### src/core/dwt_pkg.sv
// Shared constants and types for the dual watchdog block
package dwt_pkg;

   // ----------------------------------------------------------------
   // Widths
   // ----------------------------------------------------------------
   localparam int unsigned CNT_W = 14;

   // ----------------------------------------------------------------
   // Reset values
   // ----------------------------------------------------------------
   localparam logic [CNT_W-1:0] RELOAD_RST = 14'h3fff;
   localparam logic [CNT_W-1:0] WIN_HI_RST = 14'h3fff;
   localparam logic [CNT_W-1:0] WIN_LO_RST = 14'h0000;

   // ----------------------------------------------------------------
   // Fault response
   // ----------------------------------------------------------------
   typedef enum logic [1:0] {
      ACT_RESET = 2'b00,
      ACT_NMI   = 2'b01,
      ACT_IRQ   = 2'b10
   } dwt_action_e;

   localparam dwt_action_e ACTION_RST = ACT_RESET;

   // Counter state
   typedef enum logic [0:0] {
      ST_STOP = 1'b0,
      ST_RUN  = 1'b1
   } dwt_state_e;

   // Configuration written once by software
   typedef struct packed {
      dwt_action_e      action;
      logic [CNT_W-1:0] reload;
      logic [CNT_W-1:0] win_hi;
      logic [CNT_W-1:0] win_lo;
   } dwt_cfg_s;

   localparam dwt_cfg_s CFG_RST = '{
      action: ACTION_RST,
      reload: RELOAD_RST,
      win_hi: WIN_HI_RST,
      win_lo: WIN_LO_RST
   };

   // Fault indications to reset and interrupt controllers
   typedef struct packed {
      logic reset_req;
      logic nmi;
      logic irq;
   } dwt_fault_s;

endpackage : dwt_pkg

### src/core/dwt_counter.sv
// One watchdog down-counter with refresh window and fault detection
`timescale 1ns/1ns
module dwt_counter #(
   parameter int unsigned W = 14
) (
   // Clock and reset
   input  wire logic         clk,
   input  wire logic         rst_sync_n,
   // Count control
   input  wire logic         tick,
   input  wire logic         start,
   input  wire logic         refresh,
   input  wire logic         auto_restart,
   input  wire logic [W-1:0] reload,
   input  wire logic [W-1:0] win_hi,
   input  wire logic [W-1:0] win_lo,
   // Results
   output logic [W-1:0]      count_q,
   output logic              running_q,
   output logic              underflow_q,
   output logic              refresh_err_q
);

   // ----------------------------------------------------------------
   // Next-state logic
   // ----------------------------------------------------------------
   dwt_pkg::dwt_state_e state_q;
   dwt_pkg::dwt_state_e state_d;
   logic [W-1:0]        count_d;
   logic                underflow_d;
   logic                refresh_err_d;
   logic                in_window;

   assign in_window = (count_q >= win_lo) && (count_q <= win_hi);

   always_comb begin
      state_d       = state_q;
      count_d       = count_q;
      underflow_d   = 1'b0;
      refresh_err_d = 1'b0;
      case (state_q)
         dwt_pkg::ST_STOP: begin
            // A refresh also starts a stopped counter
            if (start || refresh) begin
               state_d = dwt_pkg::ST_RUN;
               count_d = reload;
            end
         end
         dwt_pkg::ST_RUN: begin
            // Refresh takes priority over a tick in the same cycle
            if (refresh) begin
               if (in_window) begin
                  count_d = reload;
               end else begin
                  refresh_err_d = 1'b1;
               end
            end else if (tick) begin
               if (count_q == '0) begin
                  underflow_d = 1'b1;
               end else begin
                  count_d = count_q - 1'b1;
               end
            end
            if (underflow_d || refresh_err_d) begin
               count_d = reload;
               if (!auto_restart) begin
                  state_d = dwt_pkg::ST_STOP;
               end
            end
         end
         default: begin
            state_d = dwt_pkg::ST_STOP;
         end
      endcase
   end

   // ----------------------------------------------------------------
   // Registers
   // ----------------------------------------------------------------
   always_ff @(posedge clk or negedge rst_sync_n) begin
      if (!rst_sync_n) begin
         state_q       <= dwt_pkg::ST_STOP;
         count_q       <= dwt_pkg::RELOAD_RST;
         underflow_q   <= 1'b0;
         refresh_err_q <= 1'b0;
      end else begin
         state_q       <= state_d;
         count_q       <= count_d;
         underflow_q   <= underflow_d;
         refresh_err_q <= refresh_err_d;
      end
   end

   assign running_q = (state_q == dwt_pkg::ST_RUN);

endmodule : dwt_counter

### src/core/dwt_top.sv
// Top of the dual watchdog: windowed and independent counters
// What this block does
// - Windowed counter is 14-bit, decrements, reloads on refresh
// - Windowed underflow can request full device reset
// - Windowed underflow can raise NMI or interrupt instead
// - Refresh outside permitted window counts as fault
// - Independent counter is 14-bit, needs periodic refresh
// - Independent counter ticks from its own oscillator
// - Independent underflow gives reset, NMI or interrupt
// - Independent counter starts on refresh; on reset and after a fault only if strapped
// - Independent refresh error handled like underflow
`timescale 1ns/1ns
module dwt_top #(
   parameter int unsigned CNT_W = dwt_pkg::CNT_W
) (
   // Clock and reset
   input  wire logic              clk,
   input  wire logic              rst_n,
   // Windowed watchdog software side
   input  wire logic              wwd_cfg_write,
   input  wire dwt_pkg::dwt_cfg_s wwd_cfg,
   input  wire logic              wwd_refresh,
   // Independent watchdog software side
   input  wire logic              iwd_cfg_write,
   input  wire dwt_pkg::dwt_cfg_s iwd_cfg,
   input  wire logic              iwd_refresh,
   input  wire logic              iwd_auto_strap,
   // Independent watchdog oscillator, sampled in the clk domain
   input  wire logic              iwd_osc,
   // Fault outputs to reset and interrupt controllers
   output dwt_pkg::dwt_fault_s    wwd_fault_q,
   output dwt_pkg::dwt_fault_s    iwd_fault_q,
   // Status
   output logic [CNT_W-1:0]       wwd_count_q,
   output logic [CNT_W-1:0]       iwd_count_q,
   output logic                   wwd_running_q,
   output logic                   iwd_running_q,
   output logic                   wwd_refresh_err_q,
   output logic                   iwd_refresh_err_q
);

   // ----------------------------------------------------------------
   // Reset release
   // ----------------------------------------------------------------
   logic rst_meta_q;
   logic rst_sync_q;

   always_ff @(posedge clk or negedge rst_n) begin
      if (!rst_n) begin
         rst_meta_q <= 1'b0;
         rst_sync_q <= 1'b0;
      end else begin
         rst_meta_q <= 1'b1;
         rst_sync_q <= rst_meta_q;
      end
   end

   // ----------------------------------------------------------------
   // Configuration capture, one write only
   // ----------------------------------------------------------------
   dwt_pkg::dwt_cfg_s wwd_cfg_q;
   dwt_pkg::dwt_cfg_s wwd_cfg_d;
   dwt_pkg::dwt_cfg_s iwd_cfg_q;
   dwt_pkg::dwt_cfg_s iwd_cfg_d;
   logic              wwd_lock_q;
   logic              wwd_lock_d;
   logic              iwd_lock_q;
   logic              iwd_lock_d;
   logic              wwd_start_q;
   logic              wwd_start_d;
   logic              strap_done_q;
   logic              strap_done_d;
   logic              iwd_auto_q;
   logic              iwd_auto_d;
   logic              iwd_start_q;
   logic              iwd_start_d;

   always_comb begin
      wwd_cfg_d    = wwd_cfg_q;
      wwd_lock_d   = wwd_lock_q;
      wwd_start_d  = 1'b0;
      iwd_cfg_d    = iwd_cfg_q;
      iwd_lock_d   = iwd_lock_q;
      strap_done_d = 1'b1;
      iwd_auto_d   = iwd_auto_q;
      iwd_start_d  = 1'b0;
      // Later writes are ignored so a runaway program cannot disarm it
      if (wwd_cfg_write && !wwd_lock_q) begin
         wwd_cfg_d   = wwd_cfg;
         wwd_lock_d  = 1'b1;
         wwd_start_d = 1'b1;
      end
      if (iwd_cfg_write && !iwd_lock_q) begin
         iwd_cfg_d  = iwd_cfg;
         iwd_lock_d = 1'b1;
      end
      // Strap caught once, in the first cycle after reset release
      if (!strap_done_q) begin
         iwd_auto_d  = iwd_auto_strap;
         iwd_start_d = iwd_auto_strap;
      end
   end

   always_ff @(posedge clk or negedge rst_sync_q) begin
      if (!rst_sync_q) begin
         wwd_cfg_q    <= dwt_pkg::CFG_RST;
         wwd_lock_q   <= 1'b0;
         wwd_start_q  <= 1'b0;
         iwd_cfg_q    <= dwt_pkg::CFG_RST;
         iwd_lock_q   <= 1'b0;
         strap_done_q <= 1'b0;
         iwd_auto_q   <= 1'b0;
         iwd_start_q  <= 1'b0;
      end else begin
         wwd_cfg_q    <= wwd_cfg_d;
         wwd_lock_q   <= wwd_lock_d;
         wwd_start_q  <= wwd_start_d;
         iwd_cfg_q    <= iwd_cfg_d;
         iwd_lock_q   <= iwd_lock_d;
         strap_done_q <= strap_done_d;
         iwd_auto_q   <= iwd_auto_d;
         iwd_start_q  <= iwd_start_d;
      end
   end

   // ----------------------------------------------------------------
   // Independent oscillator edge detect
   // ----------------------------------------------------------------
   logic osc_prev_q;
   logic osc_prev_d;
   logic iwd_tick;

   always_comb begin
      osc_prev_d = iwd_osc;
   end

   always_ff @(posedge clk or negedge rst_sync_q) begin
      if (!rst_sync_q) begin
         osc_prev_q <= 1'b0;
      end else begin
         osc_prev_q <= osc_prev_d;
      end
   end

   // Only oscillator edges advance it, never clk alone
   assign iwd_tick = iwd_osc && !osc_prev_q;

   // ----------------------------------------------------------------
   // Counters
   // ----------------------------------------------------------------
   logic [CNT_W-1:0] wwd_cnt;
   logic [CNT_W-1:0] iwd_cnt;
   logic             wwd_run;
   logic             iwd_run;
   logic             wwd_uf;
   logic             iwd_uf;
   logic             wwd_rerr;
   logic             iwd_rerr;

   // Peripheral clock ticks every cycle
   dwt_counter #(
      .W            (CNT_W)
   ) u_wwd (
      .clk          (clk),
      .rst_sync_n   (rst_sync_q),
      .tick         (wwd_lock_q),
      .start        (wwd_start_q),
      .refresh      (wwd_refresh && wwd_lock_q),
      .auto_restart (1'b1),
      .reload       (wwd_cfg_q.reload),
      .win_hi       (wwd_cfg_q.win_hi),
      .win_lo       (wwd_cfg_q.win_lo),
      .count_q      (wwd_cnt),
      .running_q    (wwd_run),
      .underflow_q  (wwd_uf),
      .refresh_err_q(wwd_rerr)
   );

   // Restarts after a fault only when autostart was strapped
   dwt_counter #(
      .W            (CNT_W)
   ) u_iwd (
      .clk          (clk),
      .rst_sync_n   (rst_sync_q),
      .tick         (iwd_tick),
      .start        (iwd_start_q),
      .refresh      (iwd_refresh),
      .auto_restart (iwd_auto_q),
      .reload       (iwd_cfg_q.reload),
      .win_hi       (iwd_cfg_q.win_hi),
      .win_lo       (iwd_cfg_q.win_lo),
      .count_q      (iwd_cnt),
      .running_q    (iwd_run),
      .underflow_q  (iwd_uf),
      .refresh_err_q(iwd_rerr)
   );

   // ----------------------------------------------------------------
   // Fault routing and status
   // ----------------------------------------------------------------
   function automatic dwt_pkg::dwt_fault_s route(input logic fault,
                                                 input dwt_pkg::dwt_action_e act);
      dwt_pkg::dwt_fault_s f;
      f           = '0;
      f.reset_req = fault && (act == dwt_pkg::ACT_RESET);
      f.nmi       = fault && (act == dwt_pkg::ACT_NMI);
      f.irq       = fault && (act == dwt_pkg::ACT_IRQ);
      return f;
   endfunction : route

   dwt_pkg::dwt_fault_s wwd_fault_d;
   dwt_pkg::dwt_fault_s iwd_fault_d;
   logic                wwd_rerr_d;
   logic                iwd_rerr_d;
   logic                wwd_good_ref;
   logic                iwd_good_ref;
   logic                wwd_ref_q;
   logic                iwd_ref_q;

   // A refresh that did not raise an error one cycle later was valid
   assign wwd_good_ref = wwd_ref_q && !wwd_rerr;
   assign iwd_good_ref = iwd_ref_q && !iwd_rerr;

   always_comb begin
      wwd_fault_d = route(wwd_uf || wwd_rerr, wwd_cfg_q.action);
      iwd_fault_d = route(iwd_uf || iwd_rerr, iwd_cfg_q.action);
      // Set wins over clear when both land together
      wwd_rerr_d  = wwd_rerr || (wwd_refresh_err_q && !wwd_good_ref);
      iwd_rerr_d  = iwd_rerr || (iwd_refresh_err_q && !iwd_good_ref);
   end

   always_ff @(posedge clk or negedge rst_sync_q) begin
      if (!rst_sync_q) begin
         wwd_fault_q       <= '0;
         iwd_fault_q       <= '0;
         wwd_refresh_err_q <= 1'b0;
         iwd_refresh_err_q <= 1'b0;
         wwd_count_q       <= dwt_pkg::RELOAD_RST;
         iwd_count_q       <= dwt_pkg::RELOAD_RST;
         wwd_running_q     <= 1'b0;
         iwd_running_q     <= 1'b0;
         wwd_ref_q         <= 1'b0;
         iwd_ref_q         <= 1'b0;
      end else begin
         wwd_fault_q       <= wwd_fault_d;
         iwd_fault_q       <= iwd_fault_d;
         wwd_refresh_err_q <= wwd_rerr_d;
         iwd_refresh_err_q <= iwd_rerr_d;
         wwd_count_q       <= wwd_cnt;
         iwd_count_q       <= iwd_cnt;
         wwd_running_q     <= wwd_run;
         iwd_running_q     <= iwd_run;
         wwd_ref_q         <= wwd_refresh && wwd_run;
         iwd_ref_q         <= iwd_refresh && iwd_run;
      end
   end

endmodule : dwt_top

### config.mk
export PLATFORM = sky130hd
export DESIGN_NAME = dwt_top
export DESIGN_NICKNAME = d
export VERILOG_FILES = /design/src/core/dwt_pkg.sv /design/src/core/dwt_counter.sv /design/src/core/dwt_top.sv
export SDC_FILE = /design/constraint.sdc
export NUM_CORES = 1
export LEC_CHECK = 0
export BUFFER_PORTS_ARGS = -buffer_cell sky130_fd_sc_hd__buf_4
export CORE_UTILIZATION = 61
export CTS_CLUSTER_DIAMETER = 150
export DETAILED_ROUTE_END_ITERATION = 12
export GPL_TIMING_DRIVEN = 0
export MAX_ROUTING_LAYER = met4
export PLACE_DENSITY = 0.85
export SETUP_SLACK_MARGIN = 0.05
export SYNTH_ARGS = -nofsm -noshare
export SYNTH_HDL_FRONTEND = slang
export SYNTH_SLANG_ARGS = --single-unit
### constraint.sdc
create_clock -name clk -period 12.3 [get_ports clk]
set_clock_uncertainty 0.05 [all_clocks]
set_input_delay 1.845 -clock clk [delete_from_list [all_inputs] [get_ports clk]]
set_output_delay 1.845 -clock clk [all_outputs]
set_load 0.02 [all_outputs]
Yosys cells after proc, flatten, opt, wreduce, memory -nomap -nowiden
Cells that the tools add are included.
- word-level logic and storage cells: 138
- bits in latches: 0
- input port bits: 96
- memory bits (read-only): 0
- RAM bits: 0
- memories kept: 0
- output and inout port bits: 38
- register bits after elaboration: 171
- divide/modulo/power cells: 0
- shift-type cells: 0
- add/subtract/negate cells: 2
- order comparisons: 4
- equality and inequality tests: 12
- multiply operators: 0
- mux-type cells: 40
- bitwise operators: 2
- reduce and logical (&&, ||, !) cells: 39
- operators with widths (operator ; count):
    14-bit 2-to-1 mux ; 12
    14-bit case mux with 2 select lines ; 2
    14-bit >= comparator ; 2
    14-bit <= comparator ; 2
    14-bit zero test ; 2
    14-bit by 1-bit subtractor with 14-bit output (second input constant) ; 2
    1-bit 2-to-1 mux ; 24
    1-bit logical AND ; 18
    4-bit != test (second input constant) ; 4
    1-bit logical OR ; 8
    4-bit by 3-bit != test with 1-bit output (second input constant) ; 2
    4-bit AND reduction ; 2
    1-bit zero test ; 7
    2-bit by 1-bit equality test with 1-bit output (second input constant) ; 2
    2-bit equality test (second input constant) ; 2
    2-bit zero test ; 2
    2-bit by 1-bit != test with 1-bit output (second input constant) ; 2
    1-bit case mux with 2 select lines ; 2
    1-bit inverter ; 2

Logic depth before layout (Yosys ltp)
- depth in word-level cells: 8
- mapped depth: 9
- depth with buffers taken out: 8

Hierarchy
A second synthesis with hierarchy kept.
- cell total of the unflattened synthesis: 694
- area, all modules: 8562.0 µm²
- modules (own cells, without submodules) (module ; cells each ; sequential area each (µm²) ; area each (µm²) ; times used):
    dwt_top ; 258 ; 3533.4 ; 5131.2 ; 1
    dwt_counter ; 218 ; 442.9 ; 1715.4 ; 2

Worst setup path before layout
Ideal clock, no wire load.
- path kind: in2reg
- from: input iwd_osc
- to: register u_iwd.count_q[7]
- path buffers: 2
- arrival: 3.105 ns
- stages on the path: 8
- data required time: 12.182 ns
- setup time: 0.068 ns
- slack: 9.076 ns
- cells stage by stage: nand2b_1 or3_1 o31a_1 buf_2 buf_6 a21oi_1 nor2_1 a21oi_2
- word-level cells in the longest chain between the ends: 7
- elaborated cells on any way between the ends: 11
- classes of those cells: eq/ne: 3; mux: 5; reduce/logical: 3
- RTL lines (element ; line ; text):
    start: declaration ; dwt_top.sv:29 ; input wire logic iwd_osc,
    1-bit logical AND * ; dwt_top.sv:146 ; assign iwd_tick = iwd_osc && !osc_prev_q;
    1-bit 2-to-1 mux ; dwt_counter.sv:57 ; end else if (tick) begin
    1-bit 2-to-1 mux ; dwt_counter.sv:51 ; if (refresh) begin
    1-bit 2-to-1 mux ; dwt_counter.sv:41 ; case (state_q)
    1-bit logical OR ; dwt_counter.sv:64 ; if (underflow_d || refresh_err_d) begin
    4-bit != test (no line) / 14-bit 2-to-1 mux (equally long branches) ; -- ;
    4-bit AND reduction (no line) / 14-bit case mux with 2 select lines (equally long branches) ; -- ;
    end signal: assignment ; dwt_counter.sv:83 ; count_q <= dwt_pkg::RELOAD_RST;
    end signal: assignment ; dwt_counter.sv:88 ; count_q <= count_d;
    end: declaration ; dwt_counter.sv:18 ; output logic [W-1:0] count_q,
Mark *: on every way between the ends. The rest lies on a longest branch, timed or not. The select of a mux whose other input is x is not followed.
A chain may end at the register's enable or synchronous reset.

Worst setup path in the final report
- from: input iwd_osc
- to: register u_iwd.count_q[0]
The elaborated chain is that of the path after synthesis.

==> impl_metrics.toml <==
[logic_synthesis]
synthAdderAreaFrac_pct = 8.94
ys_ff_latch = 171
synth_cell_type_count = 53
syn_area_mm2 = 0.00812
seq_area_frac_synth_pct = 54.4
synth_simple_gate_area_share_pct = 12.7
ys_async_sr_fraction_pct = 100
synthMuxAreaShare_pct = 4.98
yosysWarnings = 0
synth_edf_count = 0
synthCells = 764
synth_compound_area_share_pct = 14.0
synth_area_per_cell_um2 = 10.6
synth_top_family_by_area = "compound AO/OA/AOI/OAI gates"
synth_top_flop_cell = "dfstp_2"
synth-xor-area-share_pct = 0

[floorplan]
fp.dieArea_mm2 = 0.0138
die_h_um = 117
io_pins = 134
initial_utilization_pct = 63.6
core_mm2 = 0.0128
die_x_um = 117
placementRows = 41

[setup_path]
required_ns = 12.56
rr_worst_depth = 7
path_class = "in -> reg"
cp-end-kind = "register"
critPathLaunchType = "primary input"
arrival_ns = 3.39
critPathMaxFanout = 10

[hold_path]
worstHoldPathType = "reg -> async"

[cts]
cts.clk_slew.worst_paths_ns = 0.06
cts_buffer_depth = 2
h-tree-depth = 4
hold_buffers = 0
postCtsSetupRepairBufs = 0
cts_tree = "done"
clock_latency_ns = 0.43
numCtsBuffers = 17
clockRootBuffer = "clkbuf_16"
cts.sinks = 171
ctsResizeCount = 0

[global_routing]
grt-busiest-layer = "met2"
antenna_found_initial = 0
grt.met3_usage_pct = 7.20
grt_pass1_vias = 6731
overflow = 0
use_met1_pct = 35.1
grt_max_degree = 71
grt_usage_pct = 32.1
grt_pass1_wl_um = 33100
grt_util_met2_pct = 55.5

[final_layout]
drive_above_1_share_pct = 36.9
nNetsFinal = 1073
final_cell_mix = "buf_4 (134), dfstp_2 (112), nand2_1 (94), inv_1 (68), o21ai_0 (65)"
area_growth_pct = 22.8
diodes = 0
final_common_cell = "buf_4"
fill_cells = 780
finalNonFillerCells = 1104

[placement]
numPortBuffers = 133
gp_congestion = 0.951
dp_hpwl_um = 14500
dp_cells = 1072

[timing]
setup_viol = 0
fin_crit_ns = 3.13
clock.fmax_mhz = 320
relSlewSlack_pct = 42.9
totalNegativeSetupSlack_ns = 0
worstMarginPinSlew_ns = 0.845
finalCritPeriodShare_pct = 25.4
rsz0062_at_grt = "no"
maxSlewViolCount = 0
hold_violations = 0

[power_and_ir_drop]
ir_drop_mv = 0.126
power_density_mw_per_mm2 = 193
cellLeakagePower_nw = 4.48

[routing]
drt_wl_total_um = 20100
num_vias = 6326
drc = 0
ant_nets = 0
routedWlPerCell_um = 18.2
firstDrtPassIters = 5
first_iter_violations = 424
vias_per_cell = 5.73

[job]
maxCapViolations = 0

[status]
status = "complete, no violations"
==> Yosys cell counts, types with 2 or more instances <==
library cell | number | area, µm²
or2_2 | 4 | 25.0
nor3_1 | 14 | 70.1
nor3b_1 | 4 | 30.0
or2b_1 | 3 | 22.5
a21oi_2 | 7 | 61.3
or3_1 | 7 | 43.8
nor4_4 | 2 | 42.5
nand2_1 | 94 | 353
a21o_1 | 10 | 75.1
nand3b_2 | 2 | 22.5
nor2_1 | 35 | 131
nor4_1 | 2 | 12.5
dfstp_2 | 112 | 2940
mux2_2 | 35 | 394
a22oi_1 | 2 | 15.0
o21ai_1 | 16 | 80.1
o21ai_2 | 4 | 35.0
o22a_1 | 2 | 17.5
a31oi_1 | 4 | 25.0
and3_1 | 2 | 12.5
o21a_1 | 3 | 22.5
a21oi_1 | 55 | 275
inv_1 | 68 | 255
clkbuf_1 | 19 | 71.3
nand3_1 | 13 | 65.1
nand4_1 | 11 | 68.8
a211oi_1 | 3 | 22.5
dfrtp_1 | 59 | 1480
buf_6 | 4 | 45.0
nor2b_1 | 9 | 56.3
buf_2 | 3 | 15.0
nand2b_1 | 5 | 31.3
o31a_1 | 5 | 43.8
o31ai_1 | 3 | 22.5
o21ai_0 | 65 | 325
o22ai_1 | 4 | 25.0
ha_1 | 58 | 726
==> kinds of logic after synthesis <==
logic type,Yosys count
AND/OR/NAND/NOR,212
AO/OA/AOI/OAI,191
flip-flops,171
buffers and inverters,95
adder cells (fa/ha/maj),58
multiplexers,36
other,1
==> path summary, 6_finish.rpt <==
check	startpoint	endpoint	slack [ns]
worst max-delay path	iwd_osc	u_iwd.count_q[0]	9.17
worst min-delay path	rst_sync_q	strap_done_q	0.31
worst max register to register	u_iwd.count_q[4]	u_iwd.running_q	9.75
worst min register to register	rst_sync_q	strap_done_q	0.31
max in group asynchronous	rst_sync_q	iwd_cfg_q[21]	10.79
min in group clk	rst_meta_q	rst_sync_q	0.31
==> critical path, cell delays in order <==
cell,delay [ns]
buf_4,0.11
nand2b_1,0.12
nand2_1,0.09
a21oi_1,0.56
clkbuf_1,0.43
nand2_1,0.11
o311ai_0,0.12
==> final cells by class <==
type                    count  area (µm²)  area share (%)
clock buffers              20         447            4.48
multi-input cells         499        3310            33.2
clock inverters            12         125            1.26
inverters                  68         255            2.56
flip-flops and latches    171        4420            44.4
repair buffers            135        1050            10.6
well taps                 172         215            2.16
plain buffers              27         139            1.39
==> state kept, by name (all words and copies together) (netlist names), 3 cells and up <==
register and flops:
u_wwd.count_q 14, iwd_count_q 14, wwd_count_q 14, wwd_cfg_q 44, u_iwd.count_q 14, iwd_cfg_q 44
wwd_fault_q 3, iwd_fault_q 3
==> power breakdown <==
| group | total [mW] | switching, mW | internal [mW] |
|---|---|---|---|
| clock | 0.523 | 0.220 | 0.303 |
| sequential | 0.873 | 0.128 | 0.744 |
| combinational | 0.530 | 0.291 | 0.238 |
| total | 1.92 | 0.639 | 1.29 |
==> routing by layer <==
layer | routed length, µm | vias up
met4 | 748 | 0
met3 | 1180 | 58
met5 | 0 | -
met1 | 7690 | 3045
met2 | 10500 | 281
li1 | - | 2942
==> metrics by stage <==
step	cell area, µm²	hold slack, ns	setup slack [ns]	total power [mW]	util, %
final	9970	0.307	9.17	1.92	78.0
after global routing	9970	0.328	9.03	2.03	78.0
after CTS	9970	0.319	9.23	1.93	78.0
after detailed placement	9390	0.307	8.79	1.40	73.5
after global placement	9340	0.287	5.81	1.35	73.1
after floorplan	8120	0.281	7.33	1.18	-
Note: power is estimated with default switching activity, not from simulation.
